==> config.mk <==
export PLATFORM = sky130hd
export DESIGN_NAME = dual_scan_passive_panel_lcd_line_pulse_control
export DESIGN_NICKNAME = d
export VERILOG_FILES = /design/src/dual_scan_passive_panel_lcd_pkg.sv /design/src/line_pulse_gen.sv /design/src/dual_scan_passive_panel_lcd_line_pulse_control.sv
export SDC_FILE = /design/constraint.sdc
export NUM_CORES = 1
export LEC_CHECK = 0
export BUFFER_PORTS_ARGS = -buffer_cell sky130_fd_sc_hd__buf_2
export CAP_MARGIN = 30
export CORE_MARGIN = 2
export CORE_UTILIZATION = 55
export DETAILED_ROUTE_END_ITERATION = 10
export HOLD_SLACK_MARGIN = 0.08
export PLACE_DENSITY = 0.78
export RECOVER_POWER = 50
export SLEW_MARGIN = 15
export SYNTH_ARGS = -nofsm -noshare
export SYNTH_HDL_FRONTEND = slang
export SYNTH_SLANG_ARGS = --single-unit
export TNS_END_PERCENT = 30
==> constraint.sdc <==
create_clock -name sys_clk -period 7.6 [get_ports sys_clk]
set_input_delay 0.38 -clock sys_clk [delete_from_list [all_inputs] [get_ports sys_clk]]
set_output_delay 0.38 -clock sys_clk [all_outputs]
set_load 0.02 [all_outputs]
==> src/dual_scan_passive_panel_lcd_pkg.sv <==
// Constants, register layout and state types for the dual-scan panel line pulse control.
package dual_scan_passive_panel_lcd_pkg;
  // Indexed I/O ports: the index port selects a register, the data port moves its value.
  localparam logic [15:0] INDEX_PORT = 16'h03c4;
  localparam logic [15:0] DATA_PORT  = 16'h03c5;
  // Register indices.
  localparam logic [7:0] IDX_SEQ_LP    = 8'h34;
  localparam logic [7:0] IDX_HEIGHT_HI = 8'h3e;
  localparam logic [7:0] IDX_HEIGHT_LO = 8'h3f;
  // Values after reset.
  localparam logic [7:0] RST_SEQ_LP = 8'h80;
  localparam logic [7:0] RST_HEIGHT = 8'h00;
  // Field positions of the sequence and line pulse control register.
  localparam int HW_SEQ_BIT = 7;
  localparam int WIDTH_BIT  = 6;
  localparam int ODD_LSB    = 4;
  localparam int EVEN_LSB   = 0;
  // Field positions of the height high and misc control register.
  localparam int OUT_SEL_BIT = 7;
  localparam int RSVD_BIT    = 6;
  localparam int GFLIP_BIT   = 5;
  localparam int VFLIP_BIT   = 4;
  localparam int FPD_BIT     = 3;
  localparam int FREE_BIT    = 2;
  // Line pulse widths in pixel clocks.
  localparam logic [5:0] LP_NARROW = 6'h10;
  localparam logic [5:0] LP_WIDE   = 6'h20;
  // Number of panel power steps in the sequence.
  localparam logic [2:0] POWER_STEPS = 3'h4;
  // Extra line pulse sequencer states.
  typedef enum logic [0:0] {EXTRA_IDLE, EXTRA_RUN} extra_state_t;
endpackage : dual_scan_passive_panel_lcd_pkg

==> src/line_pulse_gen.sv <==
// Line pulse generator that holds its output high for a selectable number of pixel clocks.
`timescale 1ns/10ps
module line_pulse_gen (
  // Clock and reset.
  input  wire logic sys_clk,
  input  wire logic rst,
  // Request and width select.
  input  wire logic start,
  input  wire logic wide,
  // Pulse output, also the busy flag.
  output logic      pulse_q
);
  logic [5:0] cnt_q;  // Remaining high cycles minus one.

  // A start while idle loads the width; the pulse falls after the count runs out.
  always_ff @(posedge sys_clk) begin
    if (rst) begin
      pulse_q <= 1'b0;
      cnt_q   <= 6'h00;
    end else if (start && !pulse_q) begin
      pulse_q <= 1'b1;
      cnt_q   <= (wide ? dual_scan_passive_panel_lcd_pkg::LP_WIDE : dual_scan_passive_panel_lcd_pkg::LP_NARROW) - 6'h01;
    end else if (pulse_q) begin
      if (cnt_q == 6'h00) begin
        pulse_q <= 1'b0;
      end else begin
        cnt_q <= cnt_q - 6'h01;
      end
    end
  end

  logic [5:0] hi_cnt_q;  // High cycles of the pulse now in progress, for the width check.

  // Checking logic: counts the cycles for which the pulse has been seen high.
  always_ff @(posedge sys_clk) begin
    if (rst) begin
      hi_cnt_q <= 6'h00;
    end else begin
      hi_cnt_q <= pulse_q ? hi_cnt_q + 6'h01 : 6'h00;
    end
  end
endmodule : line_pulse_gen

==> src/dual_scan_passive_panel_lcd_line_pulse_control.sv <==
// Function
// - Top bit picks hardware or software power sequencing.
// - Line pulse lasts 16 or 32 pixel clocks.
// - Standard mode: 0-3 extra pulses odd frames.
// - Standard mode: 0-15 extra pulses even frames.
// - Virtual refresh: 4-bit count every frame.
// - Height is high bits 1:0 plus low byte.
// - Select bit routes display enable or AC drive.
// - Graphics flip bit clears after flip done.
// - Video flip bit clears after flip done.
// - Detect bit clears when frame pulse seen.
// - Free-running enable makes continuous line pulses.
// - Reset clears both height registers.
// - Index then data port reach registers.
// - Hardware power steps spaced 1/2/4/8 frames.
// - Virtual refresh enable picks per-frame behaviour.
`timescale 1ns/10ps
module dual_scan_passive_panel_lcd_line_pulse_control #(
  parameter int FREE_LINE_PERIOD = 800  // Pixel clocks between free-running line pulses.
) (
  // Clock and reset.
  input  wire logic       sys_clk,
  input  wire logic       rst,
  // Indexed I/O port from the host.
  input  wire logic [15:0] io_addr,
  input  wire logic        io_wr,
  input  wire logic        io_rd,
  input  wire logic [7:0]  io_wdata,
  output logic      [7:0]  io_rdata_q,
  // Panel timing from the display pipeline.
  input  wire logic        frame_pulse_in,
  input  wire logic        line_start_in,
  input  wire logic        last_line_done_in,
  input  wire logic        display_enable_in,
  input  wire logic        ac_drive_in,
  input  wire logic        virtual_refresh_enable,
  // Power sequencing controls.
  input  wire logic        panel_on_in,
  input  wire logic [1:0]  power_step_sel,
  input  wire logic [3:0]  sw_power_steps,
  // Panel side outputs.
  output logic             line_pulse,
  output logic             panel_shared_out_q,
  output logic [3:0]       power_steps_q,
  output logic             graphics_flip_q,
  output logic             video_flip_q,
  output logic [9:0]       panel_half_height_q
);
  logic [7:0] index_q;    // Selected register index.
  logic [7:0] seq_lp_q;   // Sequence and line pulse control.
  logic [7:0] hi_ctl_q;   // Height high bits and misc control.
  logic [7:0] height_lo_q;  // Height low byte.
  logic       odd_q;      // High during an odd frame.
  logic       data_wr;    // Host write to the data port.
  logic [3:0] extra_left_q;   // Extra pulses still owed.
  logic [3:0] extra_count;    // Extra pulses owed for this frame.
  logic [11:0] free_cnt_q;    // Free-running line period counter.
  logic       free_tick;      // Free-running line request.
  logic       normal_start;   // Ordinary line request.
  logic       gen_start;      // Request into the generator.
  logic [2:0] step_q;         // Power steps currently on.
  logic [3:0] frame_cnt_q;    // Frames since the last power step.
  dual_scan_passive_panel_lcd_pkg::extra_state_t extra_st_q;  // Extra pulse sequencer state.
  assign data_wr = io_wr && (io_addr == dual_scan_passive_panel_lcd_pkg::DATA_PORT);
  // Index port write selects the register for later data accesses.
  always_ff @(posedge sys_clk) begin
    if (rst) begin
      index_q <= 8'h00;
    end else if (io_wr && io_addr == dual_scan_passive_panel_lcd_pkg::INDEX_PORT) begin
      index_q <= io_wdata;
    end
  end
  // Plain control registers load from the data port.
  always_ff @(posedge sys_clk) begin
    if (rst) begin
      seq_lp_q    <= dual_scan_passive_panel_lcd_pkg::RST_SEQ_LP;
      height_lo_q <= dual_scan_passive_panel_lcd_pkg::RST_HEIGHT;
    end else if (data_wr) begin
      if (index_q == dual_scan_passive_panel_lcd_pkg::IDX_SEQ_LP) begin
        seq_lp_q <= io_wdata;
      end
      if (index_q == dual_scan_passive_panel_lcd_pkg::IDX_HEIGHT_LO) begin
        height_lo_q <= io_wdata;
      end
    end
  end
  // Height high register: request bits are set by software and cleared at frame pulse.
  always_ff @(posedge sys_clk) begin
    if (rst) begin
      hi_ctl_q <= dual_scan_passive_panel_lcd_pkg::RST_HEIGHT;
    end else begin
      if (frame_pulse_in) begin
        hi_ctl_q[dual_scan_passive_panel_lcd_pkg::GFLIP_BIT] <= 1'b0;
        hi_ctl_q[dual_scan_passive_panel_lcd_pkg::VFLIP_BIT] <= 1'b0;
        hi_ctl_q[dual_scan_passive_panel_lcd_pkg::FPD_BIT]   <= 1'b0;
      end
      if (data_wr && index_q == dual_scan_passive_panel_lcd_pkg::IDX_HEIGHT_HI) begin
        // A set arriving with the clear wins, so no request is lost; a pending bit
        // that is not written again is still cleared, because its flip has just run.
        hi_ctl_q[7]   <= io_wdata[7];
        hi_ctl_q[2:0] <= io_wdata[2:0];
        hi_ctl_q[5:3] <= (frame_pulse_in ? 3'b000 : hi_ctl_q[5:3]) | io_wdata[5:3];
        hi_ctl_q[dual_scan_passive_panel_lcd_pkg::RSVD_BIT] <= 1'b0;
      end
    end
  end
  // Read data for the host; unknown indices read as zero, reserved bit reads zero.
  always_ff @(posedge sys_clk) begin
    if (rst) begin
      io_rdata_q <= 8'h00;
    end else if (io_rd) begin
      if (io_addr == dual_scan_passive_panel_lcd_pkg::INDEX_PORT) begin
        io_rdata_q <= index_q;
      end else if (io_addr == dual_scan_passive_panel_lcd_pkg::DATA_PORT) begin
        unique case (index_q)
          dual_scan_passive_panel_lcd_pkg::IDX_SEQ_LP:    io_rdata_q <= seq_lp_q;
          dual_scan_passive_panel_lcd_pkg::IDX_HEIGHT_HI: io_rdata_q <= hi_ctl_q;
          dual_scan_passive_panel_lcd_pkg::IDX_HEIGHT_LO: io_rdata_q <= height_lo_q;
          default:                     io_rdata_q <= 8'h00;
        endcase
      end else begin
        io_rdata_q <= 8'h00;
      end
    end
  end
  // Half height value and the shared panel output select.
  always_ff @(posedge sys_clk) begin
    if (rst) begin
      panel_half_height_q <= 10'h000;
      panel_shared_out_q  <= 1'b0;
    end else begin
      panel_half_height_q <= {hi_ctl_q[1:0], height_lo_q};
      panel_shared_out_q  <= hi_ctl_q[dual_scan_passive_panel_lcd_pkg::OUT_SEL_BIT]
                             ? ac_drive_in : display_enable_in;
    end
  end
  // Flip strobes fire at the frame boundary for each pending request.
  always_ff @(posedge sys_clk) begin
    if (rst) begin
      graphics_flip_q <= 1'b0;
      video_flip_q    <= 1'b0;
    end else begin
      graphics_flip_q <= frame_pulse_in && hi_ctl_q[dual_scan_passive_panel_lcd_pkg::GFLIP_BIT];
      video_flip_q    <= frame_pulse_in && hi_ctl_q[dual_scan_passive_panel_lcd_pkg::VFLIP_BIT];
    end
  end
  // Frame parity tracks odd and even frames for the extra pulse count.
  always_ff @(posedge sys_clk) begin
    if (rst) begin
      odd_q <= 1'b0;
    end else if (frame_pulse_in) begin
      odd_q <= !odd_q;
    end
  end
  // Extra pulse count: per frame in virtual refresh, odd/even otherwise.
  assign extra_count = (virtual_refresh_enable || !odd_q)
                       ? seq_lp_q[dual_scan_passive_panel_lcd_pkg::EVEN_LSB +: 4]
                       : {2'b00, seq_lp_q[dual_scan_passive_panel_lcd_pkg::ODD_LSB +: 2]};
  // Free-running line period counter, active only while enabled.
  always_ff @(posedge sys_clk) begin
    if (rst || !hi_ctl_q[dual_scan_passive_panel_lcd_pkg::FREE_BIT]) begin
      free_cnt_q <= 12'h000;
    end else if (free_tick) begin
      free_cnt_q <= 12'h000;
    end else begin
      free_cnt_q <= free_cnt_q + 12'h001;
    end
  end
  assign free_tick = hi_ctl_q[dual_scan_passive_panel_lcd_pkg::FREE_BIT]
                     && (free_cnt_q == 12'(FREE_LINE_PERIOD - 1));
  assign normal_start = hi_ctl_q[dual_scan_passive_panel_lcd_pkg::FREE_BIT] ? free_tick : line_start_in;
  // Ordinary lines take priority; an extra pulse waits for an idle generator.
  assign gen_start = normal_start
                     || (extra_st_q == dual_scan_passive_panel_lcd_pkg::EXTRA_RUN && !line_pulse);
  // Extra pulse sequencer: armed by the last active line, one pulse per idle slot.
  always_ff @(posedge sys_clk) begin
    if (rst || frame_pulse_in) begin
      extra_st_q   <= dual_scan_passive_panel_lcd_pkg::EXTRA_IDLE;
      extra_left_q <= 4'h0;
    end else begin
      unique case (extra_st_q)
        dual_scan_passive_panel_lcd_pkg::EXTRA_IDLE: begin
          if (last_line_done_in && extra_count != 4'h0) begin
            extra_st_q   <= dual_scan_passive_panel_lcd_pkg::EXTRA_RUN;
            extra_left_q <= extra_count;
          end
        end
        dual_scan_passive_panel_lcd_pkg::EXTRA_RUN: begin
          if (!normal_start && !line_pulse) begin
            extra_left_q <= extra_left_q - 4'h1;
            if (extra_left_q == 4'h1) begin
              extra_st_q <= dual_scan_passive_panel_lcd_pkg::EXTRA_IDLE;
            end
          end
        end
      endcase
    end
  end
  // Line pulse generator with the selected width.
  line_pulse_gen u_gen (
    .sys_clk (sys_clk),
    .rst     (rst),
    .start   (gen_start),
    .wide    (seq_lp_q[dual_scan_passive_panel_lcd_pkg::WIDTH_BIT]),
    .pulse_q (line_pulse)
  );
  // Power steps: hardware walks one step per 1/2/4/8 frames, software drives directly.
  always_ff @(posedge sys_clk) begin
    if (rst) begin
      step_q        <= 3'h0;
      frame_cnt_q   <= 4'h0;
      power_steps_q <= 4'h0;
    end else if (seq_lp_q[dual_scan_passive_panel_lcd_pkg::HW_SEQ_BIT]) begin
      power_steps_q <= 4'((5'h01 << step_q) - 5'h01);
      if (frame_pulse_in) begin
        if (frame_cnt_q + 4'h1 >= (4'h1 << power_step_sel)) begin
          frame_cnt_q <= 4'h0;
          if (panel_on_in && step_q != dual_scan_passive_panel_lcd_pkg::POWER_STEPS) begin
            step_q <= step_q + 3'h1;
          end else if (!panel_on_in && step_q != 3'h0) begin
            step_q <= step_q - 3'h1;
          end
        end else begin
          frame_cnt_q <= frame_cnt_q + 4'h1;
        end
      end
    end else begin
      power_steps_q <= sw_power_steps;
      frame_cnt_q   <= 4'h0;
    end
  end
endmodule : dual_scan_passive_panel_lcd_line_pulse_control

==> metrics.yaml, run 1 <==
outcome:
  status: "complete, but fails checks"
  failed_checks: "capacitance limit, slew limit"
cts:
  clockBufferDepth: 2
  insertion_delay_ps: 350
  path_clk_slew_ps: 80
  htree_levels: 3
  post_cts_resized: 0
  cts_setup_buffers: 0
  numCtsBuffers: 9
  cts_tree: "done"
  clockRootBuffer: "clkbuf_8"
  ctsHoldBuffers: 0
  cts.sinks: 88
logic_synthesis:
  syn_area_sq_um: 4080
  synth.distinct_cells: 69
  synth_warnings: 0
  synth_ff_type: "dfxtp_1"
  synthCells: 424
  netlist_top_cells_count: "88 x dfxtp_1, 58 x nor2_1, 31 x mux2i_1"
  syn_avg_cell_area_sq_um: 9.61
  synth_top_cell_by_area: "dfxtp_1"
  synthArstFlopShare_pct: 0
  netlist.area_leader.share_pct: 43.2
  ys_top_cells_by_area: "dfxtp_1 43%, mux2i_1 7.6%, nor2_1 5.3%, ha_1 3.1%, xor2_1 2.4%"
  syn_nets: 476
  synth-edff-count: 0
  synth-seq-cells: 88
  yosysSeqAreaShare_pct: 43.2
  yosysMostFrequentCell: "dfxtp_1"
placement:
  dpl.hpwl_um: 6450
  place_area_sq_um: 4430
  port_buffers: 66
  place.gp.congestion: 0.905
  placed_cells: 570
sta:
  fin_crit_ps: 3110
  fin_skew_ps: 12.8
  fmax_mhz: 321
  slew_headroom_pct: -83.4
  period_share_pct: 41.0
  timing.hold.ws_ps: 261
  finalSetupViolations: 0
  tightestPinTransition_ps: 2750
  hold_viol_final: 0
  fin_tns_setup_ps: 0
  drv_slew: 64
  rsz0062_at_grt: "no"
global_route:
  grt_max_degree: 64
  antenna_found_initial: 0
  grt_pass1_vias: 3141
  grt_pass1_wl_um: 14800
  grt_use_total_pct: 22.3
  overflow: 0
floorplan:
  start_util_pct: 56.5
  die_area_sq_um: 8110
  die-height_um: 90.1
  core_region_area_sq_um: 7210
  fp-row-count: 31
  die_x_um: 90.1
  ios: 67
run:
  drv_cap: 1
power_and_ir_drop:
  peakVddDrop_mv: 0.146
  power.leakage_nw: 1.79
  p_per_area_nw_per_um2: 199
layout:
  diodes: 0
  final_util_pct: 63.8
  fin_area_sq_um: 4600
  drive_gt1_share_pct: 13.8
  syn_to_final_growth_pct: 13.0
  finish.net_count: 534
  stdcell_count: 584
drt:
  wl_per_cell_um: 15.1
  drtIter0Drc: 231
  via_per_inst: 5.66
  drt_wl_total_um: 8830
  ant_nets: 0
  drt_first_pass_iters: 5
  num_vias: 3306
  drc: 0
worst_setup_path:
  crit_required_ps: 7830
  worstSetupPathType: "in2reg"
  startpoint_type: "primary input"
  cp-end-kind: "flop"
  path_max_fanout: 63
  arrival_ps: 3350
worst_hold_path:
  hold_path.class: "in2reg"
==> per-stage QoR <==
stage	setup WS [ps]	power, mW
after floorplan	5160	0.555
after global placement	4970	0.582
after detailed placement	4970	0.585
after CTS	5040	0.925
after global routing	4110	0.956
final	4490	0.917
==> final cells by class <==
type / instances / area [sq um]
multi-input combinational: 307 / 2170
inverter: 9 / 33.8
fill: 650 / 2610
timing repair buffer: 67 / 302
clock inverter: 3 / 67.6
sequential: 88 / 1760
clock buffer: 11 / 141
tap: 99 / 124
==> report_power, final <==
group / total [mW] / internal, mW / switching [mW]
Clock: 0.343 / 0.191 / 0.152
Combinational: 0.0913 / 0.0391 / 0.0522
Sequential: 0.483 / 0.472 / 0.0111
Total: 0.917 / 0.702 / 0.216
==> logic make-up after synthesis <==
| family | Yosys count | synth area share, % |
|---|---|---|
| DFF | 88 | 43.2 |
| and+or+nand+nor | 172 | 25.1 |
| adders and majority gates | 11 | 3.56 |
| muxes | 31 | 7.61 |
| AOI/OAI and AO/OA | 74 | 12.9 |
| buffers and inverters | 29 | 3.44 |
| xor gates and xnor gates | 19 | 4.08 |
==> worst paths after layout <==
kind                                 start                     endpoint  slack (ps)  depth (start not counted)
setup / recovery                       rst   io_rdata_q[0]$_SDFFE_PP0P_        4490                          5
setup reg to reg  free_cnt_q[0]$_SDFF_PP0_  u_gen.cnt_q[4]$_SDFFE_PP0P_        5010                          9
hold reg to reg   free_cnt_q[0]$_SDFF_PP0_     free_cnt_q[0]$_SDFF_PP0_         480                          1
hold / removal           sw_power_steps[3]  power_steps_q[3]$_SDFF_PP0_         260                          3
==> layout by cell type (no fill, tap or decap), types with 4 or more instances in the layout <==
master,count
o21ai_0,13
clkbuf_1,28
a311oi_1,4
a21oi_1,13
mux2i_1,31
nor2b_1,14
and4_1,4
inv_1,9
nand3b_1,4
xnor2_1,8
o22a_1,5
buf_2,40
xor2_1,11
clkbuf_8,10
nand3_1,11
nand2_1,16
nand2b_1,13
nand4_1,4
nor3_1,7
dfxtp_1,88
or3_1,4
nor2_1,58
a22o_1,9
ha_1,10
a22oi_1,9
==> registers in the layout, indices dropped and copies added, names as in the netlist <==
signal and count:
extra_left_q 4, extra_st_q 1, frame_cnt_q 4, free_cnt_q 12
graphics_flip_q 1, height_lo_q 8, hi_ctl_q 7, index_q 8
io_rdata_q 8, odd_q 1, panel_half_height_q 10, panel_shared_out_q 1
power_steps_q 4, seq_lp_q 8, step_q 3, u_gen.cnt_q 6
u_gen.pulse_q 1, video_flip_q 1
==> critical path, stage by stage <==
cell and delay [ps]:
buf_2 70, clkbuf_1 1930, nor2_1 470, a22oi_1 340, o21ai_0 120
==> routing by layer <==
metal / share of wire, % / track usage, % / routed length [um] / up-vias
met5: 0 / 0 / 0 / -
li1: - / - / - / 1640
met4: 2.4 / 9.23 / 211 / 0
met1: 45 / 29.1 / 3990 / 1540
met2: 46 / 35.6 / 4110 / 107
met3: 5.9 / 5.11 / 522 / 19
Note: power is estimated with default switching activity, not from simulation.
==> inputs of run 2 (changes only) <==
Settings changed: CORE_UTILIZATION 55 to 51, PLACE_DENSITY 0.78 to 0.76.
Clock period 7.6 ns to 2.7 ns, I/O delays scaled along.
==> run 2 against run 1 <==
Against the previous run: the run now ends clean; register-to-register slack lost 4800 ps; combinational power rose to 2.9 times the previous value; global-route usage fell by 0.84 points; sequential cell count unchanged; clock-buffer cell count down 1; critical path depth rose by 3; routed wire length grew 0.87%; critical path type is now reg2reg; largest power group unchanged.
==> metrics.yaml, run 2 (synthesized netlist as in run 1, its figures left out) <==
outcome:
  status: "finished clean"  # was complete, but fails checks
sta:
  tightestPinTransition_ps: 971  # was 2750 ps
  drv_slew: 0  # was 64
  finalSetupViolations: 0  # unchanged
  fin_crit_ps: 2540
  hold_viol_final: 0  # unchanged
  slew_headroom_pct: 34.7  # was -83.4%
  fmax_mhz: 394
  layout_setup_ws_ps: 165  # was 4490 ps
  timing.hold.ws_ps: 96.4  # was 261 ps
  fin_skew_ps: 11.8  # was 12.8 ps
  period_share_pct: 93.9
power_and_ir_drop:
  clkPwrFrac_pct: 33.2  # was 37.4%
  p_comb_share_pct: 11.0  # was 9.9%
  p_seq_share_pct: 55.8  # was 52.7%
  p_sw_mw: 0.651  # was 0.216 mW
  p_per_area_nw_per_um2: 521  # was 199 nW/um^2
  swShare_pct: 26.7  # was 23.5%
  p_int_mw: 1.79  # was 0.702 mW
  peakVddDrop_mv: 0.395  # was 0.146 mV
  power.leakage_nw: 1.82  # was 1.79 nW
layout:
  syn_to_final_growth_pct: 14.9  # was 13.0%
  stdcell_count: 604  # was 584
  diodes: 0  # unchanged
  finish.net_count: 549  # was 534
  top_regs: "free_cnt_q (12), panel_half_height_q (10)"  # unchanged
  multi_input_area_sq_um: 2150  # was 2170 sq um
  final_common_cell: "dfxtp_1"  # unchanged
  largest-register: "free_cnt_q"  # unchanged
  seqCellArea_sq_um: 1760  # unchanged
  mostFrequentLayoutCells: "88 x dfxtp_1, 59 x nor2_1, 40 x buf_2"  # was 88 x dfxtp_1, 58 x nor2_1, 40 x buf_2
  fillers: 673  # was 650
  final_util_pct: 60.6  # was 63.8%
  drive_gt1_share_pct: 13.5  # was 13.8%
  largest_reg_flops: 12  # unchanged
drt:
  drt_first_pass_iters: 4  # was 5
  drc: 0  # unchanged
  num_vias: 3309  # was 3,306
  wl_per_cell_um: 14.8  # was 15.1 um
  drt_wl_total_um: 8910  # was 8830 um
  via_per_inst: 5.48  # was 5.66
  drtIter0Drc: 173  # was 231
  ant_nets: 0  # unchanged
worst_setup_path:
  slowest_stage: "nor4bb_1"  # was clkbuf_1
  worstSetupPathType: "reg2reg"  # was in2reg
  path_max_fanout: 8  # was 63
  startpoint_type: "flop"  # was primary input
  arrival_ps: 2790  # was 3350 ps
  crit_chain: "nor4bb_1, a311oi_1, or2_2, nand2_1, ha_1, nand2b_1, or3_1, a311oi_1"  # was buf_2, clkbuf_1, nor2_1, a22oi_1, o21ai_0
  cp-end-kind: "flop"  # unchanged
  cp_common_cell: "a311oi_1"
  slowest_delay_ps: 480  # was 1930 ps
  timing.reg2reg.setup_slack_ps: 160  # was 5010 ps
  crit_required_ps: 2960  # was 7830 ps
  reg2reg_depth: 8  # was 9
cts:
  clockRootBuffer: "clkbuf_8"  # unchanged
  cts.sinks: 88  # unchanged
  insertion_delay_ps: 350  # about the same
  cts_tree: "done"  # unchanged
  cts_setup_buffers: 0  # unchanged
  clockBufferDepth: 2  # unchanged
  numCtsBuffers: 9  # unchanged
  path_clk_slew_ps: 90  # was 80 ps
  htree_levels: 3  # unchanged
run:
  drv_cap: 0  # was 1
global_route:
  grt_max_degree: 48  # was 64
  overflow: 0  # unchanged
  antenna_found_initial: 0  # unchanged
  grt_pass1_wl_um: 15000  # was 14,800 um
  grt_use_total_pct: 21.4  # was 22.3%
  grt_pass1_vias: 3313  # was 3,141
placement:
  placed_cells: 576  # was 570
  dpl.hpwl_um: 6500  # was 6450 um
  place.gp.congestion: 0.890  # was 0.905
  port_buffers: 66  # unchanged
  dpl_worst_slack_ps: 161  # was 4970 ps
floorplan:
  ios: 67  # unchanged
  fp-row-count: 32  # was 31
  start_util_pct: 52.7  # was 56.5%
  die-height_um: 93.4  # was 90.1 um
  die_area_sq_um: 8720  # was 8110 sq um
  core_region_area_sq_um: 7730  # was 7210 sq um
  die_x_um: 93.4  # was 90.1 um
worst_hold_path:
  hold_path_depth: 2  # was 3
  hold_path.class: "in2reg"  # unchanged
## run 2: cell count changes in the layout (fill, tap and decap cells not counted), sizes merged
| cell | change |
|---|---|
| dlygate4sd3 | +12 |
| bufinv | -2 |
| clkinv | +2 |
| clkinvlp | +2 |
| buf | +1 |
| clkbuf | +1 |
| inv | +1 |
## run 2: what timing repair did
action	CTS	global route
endpoints found under the hold margin	17	0
hold buffers	12	0
setup endpoints to repair	0	1
gates resized for setup	0	2
## run 2: cell type report
type                            count  area share [%]
Inverter                            9           0.722
Tap cell                          102            2.73
Sequential cell                    88            37.6
Timing Repair Buffer               82            9.33
Multi-Input combinational cell    307            45.9
Clock buffer                       10            2.73
Clock inverter                      6           0.962
## run 2: worst paths after layout
kind | start | to
hold reg to reg | free_cnt_q[0]$_SDFF_PP0_ | free_cnt_q[0]$_SDFF_PP0_
hold / removal | io_wdata[4] | hi_ctl_q[4]$_SDFF_PP0_
setup / recovery | free_cnt_q[9]$_SDFF_PP0_ | u_gen.cnt_q[4]$_SDFFE_PP0P_
setup reg to reg | free_cnt_q[9]$_SDFF_PP0_ | u_gen.cnt_q[4]$_SDFFE_PP0P_
## run 2: power by group through the flow
stage          logic, mW  registers [mW]  clock network, mW
2_1_floorplan      0.168            1.39                  0
3_3_place_gp       0.249            1.39                  0
3_5_place_dp       0.259            1.39                  0
4_1_cts            0.274            1.36              0.824
5_1_grt            0.301            1.37              0.885
6_report           0.268            1.36              0.810
## run 2: layer usage
| layer | global-route usage [%] | routed length (um) |
|---|---|---|
| met4 | 5.51 | 79 |
| met3 | 4.27 | 456 |
| met5 | 0 | 0 |
| met1 | 28.4 | 4180 |
| met2 | 35.9 | 4200 |
## run 2: critical path, delay by kind of cell, from the launching register on
| family | cells | cell delay, ps |
|---|---|---|
| AND/OR/NAND/NOR | 5 | 1360 |
| AO/OA/AOI/OAI | 2 | 470 |
| flip-flops | 1 | 390 |
| adder cells (fa/ha/maj) | 1 | 230 |
## run 2: stage by stage
step	instance area [sq um]	setup TNS, ps	total power, mW
6_report	4680	0	2.44
5_1_grt	4680	-4.91	2.55
4_1_cts	4750	0	2.46
3_5_place_dp	4460	0	1.65
3_3_place_gp	4460	0	1.64
2_1_floorplan	4080	0	1.56
